<file path="src/verilog/cbg_pkg.sv">
// constants shared by the byte-wise crc generator
package cbg_pkg;
  // ------------------------------------------------------------------
  // polynomial selection
  // ------------------------------------------------------------------
  localparam logic        POLYNOMIAL_SELECT_SEL_CCITT  = 1'b0;
  localparam logic        POLYNOMIAL_SELECT_SEL_CRC16  = 1'b1;
  localparam logic [15:0] POLYNOMIAL_SELECT_CCITT      = 16'h1021;
  localparam logic [15:0] POLYNOMIAL_SELECT_CRC16      = 16'h8005;
  // ------------------------------------------------------------------
  // widths, field positions, reset values
  // ------------------------------------------------------------------
  localparam int          BYTE_W          = 8;
  localparam int          SUM_W           = 16;
  localparam int          POLYNOMIAL_SELECT_BIT        = 0;
  localparam logic [7:0]  INPUT_RST       = 8'h00;
  localparam logic [15:0] SUM_RST         = 16'h0000;
  localparam logic        POLYNOMIAL_SELECT_RST        = 1'b0;
  localparam logic [6:0]  CTRL_UNUSED_VAL = 7'h00;
  // one byte is folded in per clock: the update takes a single cycle
  localparam int          UPDATE_CYCLES   = 1;
endpackage

</file>
<file path="src/verilog/cbg_step_if.sv">
// carrier between the generator top and its byte-step datapath
`timescale 1ns/1ps
`default_nettype none
interface cbg_step_if;
  logic [15:0] sum_in;    // checksum before the byte
  logic [7:0]  data_in;   // byte to fold in
  logic        polynomial_select_sel;  // 0 ccitt, 1 crc-16
  logic [15:0] sum_out;   // checksum after the byte

  modport calc (input sum_in, input data_in, input polynomial_select_sel, output sum_out);
  modport user (output sum_in, output data_in, output polynomial_select_sel, input sum_out);
endinterface
`default_nettype wire

</file>
<file path="src/verilog/cbg_byte_step.sv">
// eight shift-and-conditional-xor stages folding one byte into the checksum
`timescale 1ns/1ps
`default_nettype none
module cbg_byte_step
  import cbg_pkg::*;
(
  cbg_step_if.calc step  // operands in, next checksum out
);
  // ------------------------------------------------------------------
  // unrolled bit stages
  // ------------------------------------------------------------------
  logic [15:0] polynomial_select_val;
  logic [15:0] stage [0:BYTE_W];

  // only the two fixed polynomials exist
  assign polynomial_select_val = (step.polynomial_select_sel == POLYNOMIAL_SELECT_SEL_CRC16) ? POLYNOMIAL_SELECT_CRC16 : POLYNOMIAL_SELECT_CCITT;

  // byte enters at the high half
  assign stage[0] = step.sum_in ^ {step.data_in, 8'h00};

  // one stage per input bit; the tested bit is the one shifted out
  for (genvar i = 0; i < BYTE_W; i++) begin : g_bit
    assign stage[i+1] = stage[i][15] ? ({stage[i][14:0], 1'b0} ^ polynomial_select_val)
                                     : {stage[i][14:0], 1'b0};
  end

  assign step.sum_out = stage[BYTE_W];
endmodule
`default_nettype wire

</file>
<file path="src/verilog/cbg_top.sv">
// byte-wise crc-16 / crc-ccitt checksum generator with plain register ports
`timescale 1ns/1ps
`default_nettype none
module cbg_top
  import cbg_pkg::*;
(
  input  wire logic       MCLK,                     // 100 MHz clock
  input  wire logic       RST_B,                    // async reset, active low
  input  wire logic       INPUT_WR,                 // write strobe, input byte
  input  wire logic       HIGH_WR,                  // write strobe, checksum high byte
  input  wire logic       LOW_WR,                   // write strobe, checksum low byte
  input  wire logic       CONTROL_WR,               // write strobe, control byte
  input  wire logic [7:0] WRITE_DATA,               // data for any write strobe
  output logic      [7:0] CHECKSUM_INPUT_BYTE,      // input byte readback
  output logic      [7:0] CHECKSUM_HIGH_BYTE,       // running checksum bits 15..8
  output logic      [7:0] CHECKSUM_LOW_BYTE,        // running checksum bits 7..0
  output logic      [7:0] CHECKSUM_CONTROL,         // control readback
  output logic            POLYNOMIAL_SELECT         // current polynomial select
);
  // ------------------------------------------------------------------
  // state
  // ------------------------------------------------------------------
  logic [15:0] running_checksum_reg;
  logic [15:0] running_checksum_next;
  logic [7:0]  input_byte_reg;
  logic        polynomial_select_reg;
  logic        direct_wr;

  cbg_step_if step_bus ();

  cbg_byte_step u_step (
    .step (step_bus.calc)
  );

  assign step_bus.sum_in   = running_checksum_reg;
  assign step_bus.data_in  = WRITE_DATA;
  assign step_bus.polynomial_select_sel = polynomial_select_reg;

  // ------------------------------------------------------------------
  // polynomial select
  // ------------------------------------------------------------------
  always_ff @(posedge MCLK or negedge RST_B) begin
    if (!RST_B) begin
      polynomial_select_reg <= POLYNOMIAL_SELECT_RST;
    end else if (CONTROL_WR) begin
      polynomial_select_reg <= WRITE_DATA[POLYNOMIAL_SELECT_BIT];
    end
  end

  // ------------------------------------------------------------------
  // input byte register
  // ------------------------------------------------------------------
  always_ff @(posedge MCLK or negedge RST_B) begin
    if (!RST_B) begin
      input_byte_reg <= INPUT_RST;
    end else if (INPUT_WR) begin
      input_byte_reg <= WRITE_DATA;
    end
  end

  // ------------------------------------------------------------------
  // running checksum
  // ------------------------------------------------------------------
  // a direct byte write suppresses the fold so a clear cannot be spoilt
  assign direct_wr = HIGH_WR | LOW_WR;

  always_comb begin
    running_checksum_next = running_checksum_reg;
    if (direct_wr) begin
      if (HIGH_WR) begin
        running_checksum_next[15:8] = WRITE_DATA;
      end
      if (LOW_WR) begin
        running_checksum_next[7:0] = WRITE_DATA;
      end
    end else if (INPUT_WR) begin
      running_checksum_next = step_bus.sum_out;
    end
  end

  always_ff @(posedge MCLK or negedge RST_B) begin
    if (!RST_B) begin
      running_checksum_reg <= SUM_RST;
    end else begin
      running_checksum_reg <= running_checksum_next;
    end
  end

  // ------------------------------------------------------------------
  // outputs
  // ------------------------------------------------------------------
  assign CHECKSUM_INPUT_BYTE = input_byte_reg;
  assign CHECKSUM_HIGH_BYTE  = running_checksum_reg[15:8];
  assign CHECKSUM_LOW_BYTE   = running_checksum_reg[7:0];
  assign CHECKSUM_CONTROL    = {CTRL_UNUSED_VAL, polynomial_select_reg};
  assign POLYNOMIAL_SELECT   = polynomial_select_reg;

  // ------------------------------------------------------------------
  // assertions
  // ------------------------------------------------------------------
  // independent bit-serial model, read only by the checks below
  function automatic logic [15:0] ref_crc(input logic [15:0] sum,
                                          input logic [7:0]  data,
                                          input logic        sel);
    logic [15:0] t;
    logic [15:0] p;
    logic        top;
    t = sum ^ {data, 8'h00};
    p = sel ? POLYNOMIAL_SELECT_CRC16 : POLYNOMIAL_SELECT_CCITT;
    for (int k = 0; k < 8; k++) begin
      top = t[15];
      t   = {t[14:0], 1'b0};
      if (top) begin
        t = t ^ p;
      end
    end
    return t;
  endfunction

  logic fold_now;
  assign fold_now = INPUT_WR & ~direct_wr;
endmodule
`default_nettype wire

</file>
<file path="config.mk">
export PLATFORM = sky130hd
export DESIGN_NAME = cbg_top
export DESIGN_NICKNAME = d
export VERILOG_FILES = /design/src/verilog/cbg_pkg.sv /design/src/verilog/cbg_step_if.sv /design/src/verilog/cbg_byte_step.sv /design/src/verilog/cbg_top.sv
export SDC_FILE = /design/constraint.sdc
export NUM_CORES = 1
export LEC_CHECK = 0
export ABC_AREA = 1
export BUFFER_PORTS_ARGS = -buffer_cell sky130_fd_sc_hd__buf_4
export CAP_MARGIN = 5
export CORE_MARGIN = 2
export CORE_UTILIZATION = 49
export DETAILED_ROUTE_END_ITERATION = 7
export GPL_TIMING_DRIVEN = 0
export PLACE_DENSITY_LB_ADDON = 0.3
export SYNTH_ARGS = -nofsm -noshare
export SYNTH_HDL_FRONTEND = slang
export SYNTH_SLANG_ARGS = --single-unit
</file>
<file path="constraint.sdc">
create_clock -name MCLK -period 1.71 [get_ports MCLK]
set_input_delay 0.171 -clock MCLK [delete_from_list [all_inputs] [get_ports MCLK]]
set_output_delay 0.171 -clock MCLK [all_outputs]
set_load 0.05 [all_outputs]
</file>
Word level (Yosys, flattened, before mapping)
Index checks and enable logic that the tools add are counted.

Bits of input ports: 14. Output and inout bits: 33. Register bits: 25. Word-level logic and storage cells: 32.

Bitwise logic cells: 10. Reductions and logical operators: 3. Multiplexer cells: 13. Equal/unequal tests: 2.

Operator list (number): $mux 16 (11); $xor 16x16->16 (9); $mux 8 (2); $ne 2x2->1 const B (2); $reduce_and 2->1 (2); $reduce_bool 2->1 (1); $or 1x1->1 (1).

Logic depth before layout (Yosys ltp)
Gate-level depths: netlist of run 1.

Word-level depth: 19. Depth in mapped cells: 17. Mapped depth without buffers: 17.

Hierarchy
A second synthesis of run 1 with hierarchy kept.

Cell total of the unflattened synthesis: 303. Area total of the unflattened synthesis: 2269.7 µm².

By module, submodules not included: cbg_top (seq. area each 625.6 µm², instances 1, cells each 159, area an instance 1287.5 µm²); cbg_byte_step (seq. area each 0.0 µm², instances 1, cells each 144, area an instance 982.2 µm²).

Worst setup path after synthesis of run 1
No wires, ideal clock.

Kind: reg-to-reg. Start point: register running_checksum_reg[14]. End point: register running_checksum_reg[15]. Cell stages (with the launch flop): 15. Library setup time: 0.121 ns. Required time: 1.589 ns. Buffers on the path: 0. Path slack: -0.444 ns. Arrival time: 2.033 ns. Clock period less this slack: 2.154 ns. Cells stage by stage: dfrtp_1 inv_1 nand2_2 nand2_4 nand2_4 xor2_2 nand2_2 o21ai_2 nand3_4 nand2_4 nand2_4 nand3_1 nand3_1 nand3_1 a21oi_2.

Cells in the longest elaborated chain, start to end: 18.

Ends and longest elaborated chain: start: declaration (RTL line cbg_top.sv:23) `logic [15:0] running_checksum_reg;`; start signal: assignment (RTL line cbg_top.sv:85) `running_checksum_reg <= running_checksum_next;`; $xor 16x16->16 (*) (RTL line cbg_byte_step.sv:19) `assign stage[0] = step.sum_in ^ {step.data_in, 8'h00};`; $xor 16x16->16 (RTL line cbg_byte_step.sv:23) `assign stage[i+1] = stage[i][15] ? ({stage[i][14:0], 1'b0} ^ polynomial_select_val)`; $mux 16 (*) (2 in a row) (RTL line cbg_byte_step.sv:23); $xor 16x16->16 (RTL line cbg_byte_step.sv:23); $mux 16 (*) (RTL line cbg_byte_step.sv:23); $xor 16x16->16 (RTL line cbg_byte_step.sv:23); $mux 16 (*) (RTL line cbg_byte_step.sv:23); $xor 16x16->16 (RTL line cbg_byte_step.sv:23); $mux 16 (*) (RTL line cbg_byte_step.sv:23); $xor 16x16->16 (RTL line cbg_byte_step.sv:23); $mux 16 (*) (RTL line cbg_byte_step.sv:23); $xor 16x16->16 (RTL line cbg_byte_step.sv:23); $mux 16 (*) (RTL line cbg_byte_step.sv:23); $xor 16x16->16 (RTL line cbg_byte_step.sv:23); $mux 16 (*) (RTL line cbg_byte_step.sv:23); $mux 16 (*) (RTL line cbg_top.sv:76) `end else if (INPUT_WR) begin`; $mux 16 (*) (RTL line cbg_top.sv:69) `if (direct_wr) begin`.

Every way passes the cells marked *; elsewhere a longest branch is shown, timed or not. The select of a mux whose other input is x is not followed. A chain may end at the register's enable or synchronous reset.

Final worst setup path of run 1
Start point: register running_checksum_reg[15]. End point: register running_checksum_reg[4].

Cells in the longest elaborated chain, start to end: 17. Elaborated cells between the ends (all ways): 18. Those cells by class: mux: 10; bitwise: 8.

Ends and longest elaborated chain (RTL line): $xor 16x16->16 (*) (cbg_byte_step.sv:19); $mux 16 (*) (cbg_byte_step.sv:23); $xor 16x16->16 (cbg_byte_step.sv:23); $mux 16 (*) (cbg_byte_step.sv:23); $xor 16x16->16 (cbg_byte_step.sv:23); $mux 16 (*) (2 in a row) (cbg_byte_step.sv:23); $xor 16x16->16 or $mux 16 (tied branches) (cbg_byte_step.sv:23); $mux 16 (*) (cbg_byte_step.sv:23); $xor 16x16->16 or $mux 16 (tied branches) (cbg_byte_step.sv:23); $mux 16 (*) (cbg_byte_step.sv:23); $xor 16x16->16 or $mux 16 (tied branches) (cbg_byte_step.sv:23); $mux 16 (*) (cbg_byte_step.sv:23); $xor 16x16->16 or $mux 16 (tied branches) (cbg_byte_step.sv:23); $mux 16 (*) (cbg_byte_step.sv:23); $mux 16 (*) (cbg_top.sv:76); $mux 16 (*) (cbg_top.sv:69).

Marked as above.

==> qor.csv, run 1 <==
metric,value,unit
status,finished with violations,
violated checks,negative setup slack,
"antenna viol nets, final",0,
Critical path buffers and inverters,2,
Post-Route WL,6150,um
Final Setup Violations,10,
final hold slack,0.0861,ns
n_diodes,0,
DIE AREA,4750,um2
Tmin final,2.07,ns
Synth top area share,30.3,%
number of detailed-route iterations in the first pass,4,
synthesis warning total,0,
CTS tree,built,
H-tree levels,1,
Place WS,-0.352,ns
cells on worst reg2reg path,13,
Worst-Margin Slew,0.529,ns
sequential share of the synthesized area,30.3,%
RSZ-0062 raised after global routing,true,
CP Launch Type,flip-flop,
Vias/cell,5.31,
Leakage,0.00146,uW
# Max-Cap Violations,0,
Required @ worst endpoint,1.86,ns
WHS Path Cells,2,
maximum clock frequency,0.484,GHz
Total GRT Usage,25.8,%
Final Skew,0.00252,ns
CP max stage cell,dfrtp_2,
Yosys top cell by area,dfrtp_1,
CP Class,reg2reg,
most frequent CP cell,nand2_2,
largest net degree at the start of global routing,26,
CTS Buffer Depth,2,
# rows,23,
post-route core utilization,75.7,%
Worst Hold Class,in2reg,
number of global-route vias before repair,1937,
clock-pin slew on the worst setup and hold paths,0.09,ns
cell chain of the critical path,"inv_2, nand2_2, nand2_4, nand3_2, nand2_2, nand2_1, nand2_2, nand3_4, nand3_4, nand2_8, buf_4, o211ai_1, a31oi_1",
initial antenna violation count,0,
IO Port Bufs,38,
grt ovf,0,
initial core utilization,51.3,%
Clock Root Buffer,clkbuf_8,
Core Box Area,4030,um2
"Largest delay share family, worst path",simple AND/OR/NAND/NOR gates,
max incr delay on CP,0.44,ns
Crit Path Max Fanout,5,
final hold vios,0,
#FFs+latches synth,25,
power per cell area,1120,nW/um2
Ports,47,
reg2reg setup slack,-0.36,ns
Slew Limit Fails,0,
Synth Instances,276,
Max rail drop VDD,0.000749,V
final worst slack,-0.358,ns
P&R area growth vs syn,47.6,%
initial DRC count,121,
Detail Placement HPWL,4140,um
# fillers,311,
Tcrit/Tclk final,121,%
Die W,69.0,um
WL per Instance,15.1,um
Die Ht,69.0,um
Largest register FFs,16,
insertion delay to the later sink of the worst-skew pair,0.27,ns
DRC,0,
CTS Buf Count,3,
CP endpoint kind,flip-flop,
relative slew slack,64.7,%
Hold EP,POLYNOMIAL_SELECT,
Syn Area/Cell,7.49,um2
CTS Sinks,25,
reg-to-reg startpoint,running_checksum_reg[15],
mapped cell area,2070,um2
vias,2154,
reg2reg end,running_checksum_reg[4],
HP Start,CONTROL_WR,
Final nets,371,
Final Wtd Congestion,0.888,
Area contributors post-synth,"dfrtp_1 30%, nand2_1 12%, nand3_2 6.8%",
first-pass GRT wire length,9110,um
share of layout cells above drive strength 1,50.0,%
number of library cell types mapped by synthesis,34,
"Data arrival, critical path",2.22,ns
-- cell usage in the layout, fill, tap and decap left out, types with 2 or more instances in the layout --
| master | Yosys | final |
|---|---|---|
| buf_4 | 10 | 76 |
| nand2_1 | 64 | 55 |
| nor2_1 | 22 | 19 |
| inv_1 | 21 | 18 |
| dfrtp_1 | 25 | 17 |
| nand2_2 | 11 | 15 |
| nand3_4 | 3 | 14 |
| nand3_2 | 14 | 14 |
| nand3_1 | 25 | 14 |
| nand2_4 | 9 | 11 |
| a31oi_1 | 11 | 11 |
| a21oi_1 | 12 | 10 |
| dfrtp_2 | 0 | 8 |
| inv_2 | 4 | 7 |
| conb_1 | 1 | 7 |
| o21ai_0 | 10 | 6 |
| clkbuf_1 | 4 | 5 |
| buf_6 | 1 | 4 |
| a21oi_2 | 2 | 4 |
| or2_2 | 4 | 4 |
| xor2_1 | 6 | 3 |
| nand2_8 | 0 | 3 |
| o21ai_1 | 0 | 3 |
| clkbuf_8 | 0 | 3 |
| xor2_2 | 1 | 2 |
| xor2_4 | 0 | 2 |
| nor2_2 | 0 | 2 |
| xnor2_1 | 2 | 2 |
| nand3b_1 | 2 | 2 |
-- logic make-up (layout without fill, tap and decap cells) --
logic type / after synthesis / count (layout) / share of synthesized area (%)
AND/OR/NAND/NOR: 156 / 156 / 41.8
other: 1 / 7 / 0.181
flip-flops: 25 / 25 / 30.3
XOR/XNOR: 11 / 11 / 5.75
AO/OA/AOI/OAI: 40 / 40 / 11.4
buffers and inverters: 43 / 117 / 10.6
-- report_power, final --
group	switching, uW	internal, uW
Combinational	1410	865
Clock	191	167
Sequential	100	677
-- final cells by class --
class / count / area (um2) / share of cell area, %
repair buffers: 71 / 547 / 17.9
flip-flops and latches: 25 / 636 / 20.8
multi-input cells: 214 / 1550 / 50.8
inverters: 26 / 105 / 3.45
well taps: 50 / 62.6 / 2.05
clock buffers: 4 / 45.0 / 1.48
plain buffers: 16 / 106 / 3.49
-- Yosys cell counts --
library cell	n
buf_4	10
a21oi_2	2
a22oi_1	1
o21bai_1	1
nand3_4	3
inv_1	21
nand3_2	14
dfrtp_1	25
nand2_2	11
inv_8	1
buf_2	1
a21oi_1	12
o211ai_1	1
nand3_1	25
clkbuf_1	4
o21ai_2	1
o2111ai_1	1
inv_2	4
or2_2	4
nor2_1	22
xor2_1	6
nand2_1	64
clkbuf_4	1
nand2_4	9
xor2_2	1
buf_6	1
a31oi_1	11
conb_1	1
xnor2_1	2
nand4_1	1
nand3b_1	2
o21ai_0	10
or2_1	1
xnor2_2	2
-- routing by layer --
layer	up-vias	wire [um]	global-route usage, %
met5	-	0	0
met4	0	114	4.66
met3	13	409	3.73
met2	95	3110	45.7
met1	990	2510	33.6
li1	1056	-	-
-- stage by stage --
| stage | cell area (um2) | std cells | setup TNS (ns) | power [uW] |
|---|---|---|---|---|
| 6_report | 3050 | 406 | -2.46 | 3410 |
| 3_3_place_gp | 2510 | 370 | -2.31 | 2440 |
| 2_1_floorplan | 2160 | 282 | -1.50 | 2090 |
| 5_1_grt | 3050 | 406 | -3.58 | 3600 |
| 4_1_cts | 2810 | 393 | -1.60 | 3040 |
| 3_5_place_dp | 2510 | 370 | -2.52 | 2470 |
-- what timing repair did --
| action | in CTS | in global routing |
|---|---|---|
| hold buffers | 1 | 0 |
| setup buffers | 19 | 13 |
| gates resized for setup | 25 | 31 |
| hold endpoints to repair | 25 | 0 |
| pin swaps | 20 | 26 |
| endpoints found under the setup margin | 9 | 13 |
-- worst max-delay path by stage --
| stage | cells past startpoint | slack (ns) | end | from |
|---|---|---|---|---|
| 2_1_floorplan | 16 | -0.28 | running_checksum_reg[2] | POLYNOMIAL_SELECT |
| 3_3_place_gp | 13 | -0.34 | running_checksum_reg[15] | POLYNOMIAL_SELECT |
| 3_5_place_dp | 16 | -0.35 | running_checksum_reg[15] | POLYNOMIAL_SELECT |
| 4_1_cts | 15 | -0.28 | running_checksum_reg[15] | POLYNOMIAL_SELECT |
| 5_1_grt | 13 | -0.44 | running_checksum_reg[5] | running_checksum_reg[13] |
| 6_report | 13 | -0.36 | running_checksum_reg[4] | running_checksum_reg[15] |
(Power assumes the default switching activity.)
==> run 2, diff against run 1 <==
CORE_UTILIZATION = 45   (was 49)
CTS_CLUSTER_SIZE = 24   (was default)
==> qor.csv, run 2 (synthesized netlist as in run 1, its figures left out) <==
metric,value,unit
Detail Placement HPWL,4250,um
largest net degree at the start of global routing,26,
post-route core utilization,69.1,%
insertion delay to the later sink of the worst-skew pair,0.27,ns
Post-Route WL,6150,um
Final Wtd Congestion,0.876,
"Data arrival, critical path",2.22,ns
Crit Path Max Fanout,5,
Max rail drop VDD,0.000552,V
fin area,3030,um2
Vias/cell,5.24,
number of global-route vias before repair,1977,
n_diodes,0,
H-tree levels,1,
switching share of power,49.2,%
CTS tree,built,
Worst-Margin Slew,0.565,ns
WL per Instance,15.2,um
RSZ-0062 raised after global routing,true,
DR WL met2,3280,um
vias,2116,
sequential share of power,23.6,%
"Largest delay share family, worst path",simple AND/OR/NAND/NOR gates,
CP Class,reg2reg,
first-pass GRT wire length,9520,um
share of power burned in the clock network,10.9,%
CP max stage cell,dfrtp_2,
"commonest non-fill, non-tap cell in the layout",buf_4,
IO Port Bufs,38,
Required @ worst endpoint,1.90,ns
# Max-Cap Violations,0,
final worst slack,-0.312,ns
wl on met1,2540,um
most frequent cells in the layout,"73 x buf_4, 52 x nand2_1, 19 x nor2_1",
DRC,0,
number of detailed-route iterations in the first pass,4,
grt ovf,0,
"antenna viol nets, final",0,
Final Setup Violations,9,
P_sw,1620,uW
# rows,24,
status,finished with violations,
Worst Hold Class,in2reg,
initial DRC count,130,
final hold vios,0,
DIE AREA,5150,um2
Total Power,3290,uW
final hold slack,0.102,ns
CP Launch Type,flip-flop,
Ports,47,
CTS Sinks,25,
Tmin final,2.02,ns
share of layout cells above drive strength 1,49.4,%
CP endpoint kind,flip-flop,
# fillers,377,
Die Ht,71.8,um
Leakage,0.00146,uW
Slew Limit Fails,0,
Critical path buffers and inverters,2,
CTS Buf Count,3,
top sig layer,met4,
Clock Root Buffer,clkbuf_8,
maximum clock frequency,0.495,GHz
initial antenna violation count,0,
relative slew slack,62.3,%
Largest register FFs,16,
cell chain of the critical path,"inv_1, nand2_2, nand2_4, nand2_2, nand3_2, nand3_4, nand2_4, nand2_4, buf_4, nand3b_1, nand3_2, nand3_4, nand3_1, a31oi_1",
initial core utilization,47.1,%
Tcrit/Tclk final,118,%
reg2reg setup slack,-0.31,ns
CTS Buffer Depth,2,
Final nets,367,
violated checks,negative setup slack,
Comb pwr share,65.5,%
Internal,1670,uW
clock-pin slew on the worst setup and hold paths,0.09,ns
Die W,71.8,um
most frequent CP cell,nand2_4,
max incr delay on CP,0.45,ns
dpl cell area,2510,um2
power per cell area,1090,nW/um2
P&R area growth vs syn,46.5,%
met3 wire length,264,um
Final Skew,0.00262,ns
Core Box Area,4380,um2
Total GRT Usage,23.4,%
run 2: cell types whose count changed in the layout (fill, tap and decap cells not counted), sizes merged:
cell	change
buf	-4
run 2: power groups by stage:
stage	combinational (uW)	clock, uW	sequential (uW)
2_1_floorplan	1040	0	1050
3_3_place_gp	1670	0	777
3_5_place_dp	1690	0	781
4_1_cts	1900	365	768
5_1_grt	2320	396	786
6_report	2150	360	775
run 2: path summary, 6_finish.rpt:
check,start,endpoint,cells past startpoint
worst min register to register,CHECKSUM_INPUT_BYTE[3],CHECKSUM_INPUT_BYTE[3],2
worst min-delay path,CONTROL_WR,POLYNOMIAL_SELECT,2
worst max register to register,running_checksum_reg[14],running_checksum_reg[0],14
min in group asynchronous,RST_B,running_checksum_reg[6],2
max in group asynchronous,RST_B,running_checksum_reg[10],2
worst max-delay path,running_checksum_reg[14],running_checksum_reg[0],14
run 2: timing repair:
item                                    in CTS  in global routing
hold endpoints to repair                    25                  0
endpoints found under the setup margin       9                 13
pin swaps                                   16                 25
buffers inserted                            15                 13
gates resized for setup                     18                 33
hold buffers                                 1                  0
run 2: per-layer routing:
metal | up-vias | GRT usage, %
li1 | 1045 | -
met1 | 1011 | 30.3
met2 | 52 | 41.7
met3 | 8 | 3.09
met4 | 0 | 5.03
met5 | - | 0
run 2: worst reg2reg max path: stages, from the launching register on:
cell	delay, ns
dfrtp_2	0.45
inv_1	0.10
nand2_2	0.07
nand2_4	0.12
nand2_2	0.11
nand3_2	0.11
nand3_4	0.10
nand2_4	0.10
nand2_4	0.07
buf_4	0.13
nand3b_1	0.09
nand3_2	0.12
nand3_4	0.12
nand3_1	0.09
a31oi_1	0.18
run 2: area by class of cell:
cell class                 count  area [um2]  share of cell area, %
buffer                        17         123                   4.05
clock buffer                   4        45.0                   1.49
inverter                      26         110                   3.63
multi-input combinational    214        1530                   50.4
sequential                    25         636                   21.0
tap                           52        65.1                   2.15
timing repair buffer          66         523                   17.3
run 2: stage by stage:
step / cells / setup WS, ns / TNS, ns
2_1_floorplan: 282 / -0.278 / -1.50
3_3_place_gp: 372 / -0.350 / -2.37
3_5_place_dp: 372 / -0.375 / -2.64
4_1_cts: 392 / -0.282 / -1.83
5_1_grt: 404 / -0.423 / -3.29
6_report: 404 / -0.312 / -1.96
==> run 3, diff against run 2 <==
clock period = 2.54 ns   (was 1.71 ns; I/O delays follow)
==> qor.csv, run 3 (synthesized netlist as in run 1, its figures left out) <==
metric,value,unit
status,"complete, no violations",
CP Class,reg2reg,
initial core utilization,47.1,%
IO Port Bufs,38,
Final Skew,0.00525,ns
WL per Instance,13.8,um
grt ovf,0,
Total Power,1870,uW
Die Ht,71.8,um
relative slew slack,66.0,%
DIE AREA,5150,um2
Post-CTS Setup Bufs,0,
Vias/cell,5.11,
initial antenna violation count,0,
share of layout cells above drive strength 1,32.6,%
fin area,2490,um2
WHS Path Cells,3,
Core Box Area,4380,um2
Post-Route WL,5210,um
"commonest non-fill, non-tap cell in the layout",nand2_1,
setup TNS,0,ns
Worst Hold Class,in2reg,
CTS Buf Count,3,
reg2reg setup slack,0.42,ns
insertion delay to the later sink of the worst-skew pair,0.27,ns
vias,1926,
Slew Limit Fails,0,
# Max-Cap Violations,0,
Tcrit/Tclk final,83.6,%
RSZ-0062 raised after global routing,false,
Total GRT Usage,21.3,%
CP Launch Type,flip-flop,
Tmin final,2.12,ns
Crit Path Max Fanout,8,
"antenna viol nets, final",0,
Detail Placement HPWL,4160,um
Clock Root Buffer,clkbuf_8,
final hold slack,0.205,ns
Die W,71.8,um
initial DRC count,155,
clock-pin slew on the worst setup and hold paths,0.09,ns
Required @ worst endpoint,2.75,ns
number of global-route vias before repair,1790,
reg2reg end,running_checksum_reg[2],
maximum clock frequency,0.471,GHz
H-tree levels,1,
Max rail drop VDD,0.000405,V
most frequent cells in the layout,"64 x nand2_1, 48 x buf_4, 25 x dfrtp_1, 25 x nand3_1, 22 x nor2_1",
"Data arrival, critical path",2.33,ns
final hold vios,0,
DRC,0,
cells on worst reg2reg path,16,
# rows,24,
reg-to-reg startpoint,POLYNOMIAL_SELECT,
n_diodes,0,
first-pass GRT wire length,8630,um
Ports,47,
largest net degree at the start of global routing,26,
Worst-Margin Slew,0.510,ns
Largest register FFs,16,
P&R area growth vs syn,20.7,%
CTS Buffer Depth,2,
power per cell area,749,nW/um2
dpl cell area,2440,um2
CTS Sinks,25,
Final nets,340,
post-route core utilization,56.9,%
number of detailed-route iterations in the first pass,4,
Final Setup Violations,0,
# fillers,436,
Leakage,0.00127,uW
CP endpoint kind,flip-flop,
Final Wtd Congestion,0.850,
HP Start,WRITE_DATA[1],
CTS tree,built,
Hold EP,CHECKSUM_INPUT_BYTE[1],
-- run 3: changes by cell type in the layout (fill, tap and decap cells not counted), moves of 4 or more --
cell     previous run  this run
buf_4              73        48
dfrtp_1            17        25
dfrtp_2             8         0
nand2_1            52        64
nand2_2            18        11
nand2_4            13         9
nand3_1            18        25
nand3_4            13         3
-- run 3: metal layers --
layer / wire [um] / up-vias / part of all wire [%] / global-route usage [%]
met5: 0 / - / 0 / 0
met4: 77 / 0 / 1.5 / 4.40
met3: 331 / 9 / 6.4 / 3.80
met2: 2450 / 66 / 47 / 35.6
met1: 2350 / 862 / 45 / 29.0
li1: - / 989 / - / -
-- run 3: metrics by stage --
| stage | setup slack, ns | cells |
|---|---|---|
| floorplan | 0.386 | 282 |
| global placement | 0.466 | 372 |
| detailed placement | 0.462 | 372 |
| CTS | 0.420 | 377 |
| global route | 0.224 | 377 |
| finish | 0.416 | 377 |
-- run 3: area by class of cell --
| type | instances | area, um2 | share of cell area, % |
|---|---|---|---|
| repair buffers | 39 | 295 | 11.8 |
| inverters | 26 | 105 | 4.21 |
| well taps | 52 | 65.1 | 2.61 |
| flip-flops and latches | 25 | 626 | 25.1 |
| multi-input cells | 214 | 1240 | 49.9 |
| plain buffers | 17 | 114 | 4.56 |
| clock buffers | 4 | 45.0 | 1.81 |
-- run 3: worst max-delay path: stages (launching register included) --
cell      delay (ns)
dfrtp_1         0.42
buf_6           0.16
inv_8           0.09
nand3_2         0.11
nand2_1         0.10
nand3_2         0.10
nand3_2         0.13
nand2_4         0.08
nand2_4         0.09
nand2_4         0.08
nand2_4         0.11
nand2_4         0.08
nand2_4         0.08
nand3_1         0.10
nand3b_1        0.13
nand3_2         0.07
a21oi_2         0.12
-- run 3: what timing repair did --
action / in CTS / in global routing
hold buffers: 1 / 0
endpoints found under the hold margin: 25 / 0
resized for setup: 0 / 0
-- run 3: where the power goes --
part	leakage, uW	internal (uW)	switching [uW]
logic	0.000960	364	750
clock network	0.0000228	113	131
registers	0.000292	452	59.0
total	0.00127	929	940
-- run 3: how the worst max path moves through the flow --
stage / from / to / slack [ns] / cells after the start
after CTS: POLYNOMIAL_SELECT / running_checksum_reg[2] / 0.42 / 16
final: POLYNOMIAL_SELECT / running_checksum_reg[2] / 0.42 / 16
after global routing: POLYNOMIAL_SELECT / running_checksum_reg[2] / 0.22 / 16
after detailed placement: POLYNOMIAL_SELECT / running_checksum_reg[2] / 0.46 / 16
after floorplan: running_checksum_reg[14] / running_checksum_reg[15] / 0.39 / 14
after global placement: POLYNOMIAL_SELECT / running_checksum_reg[2] / 0.47 / 13
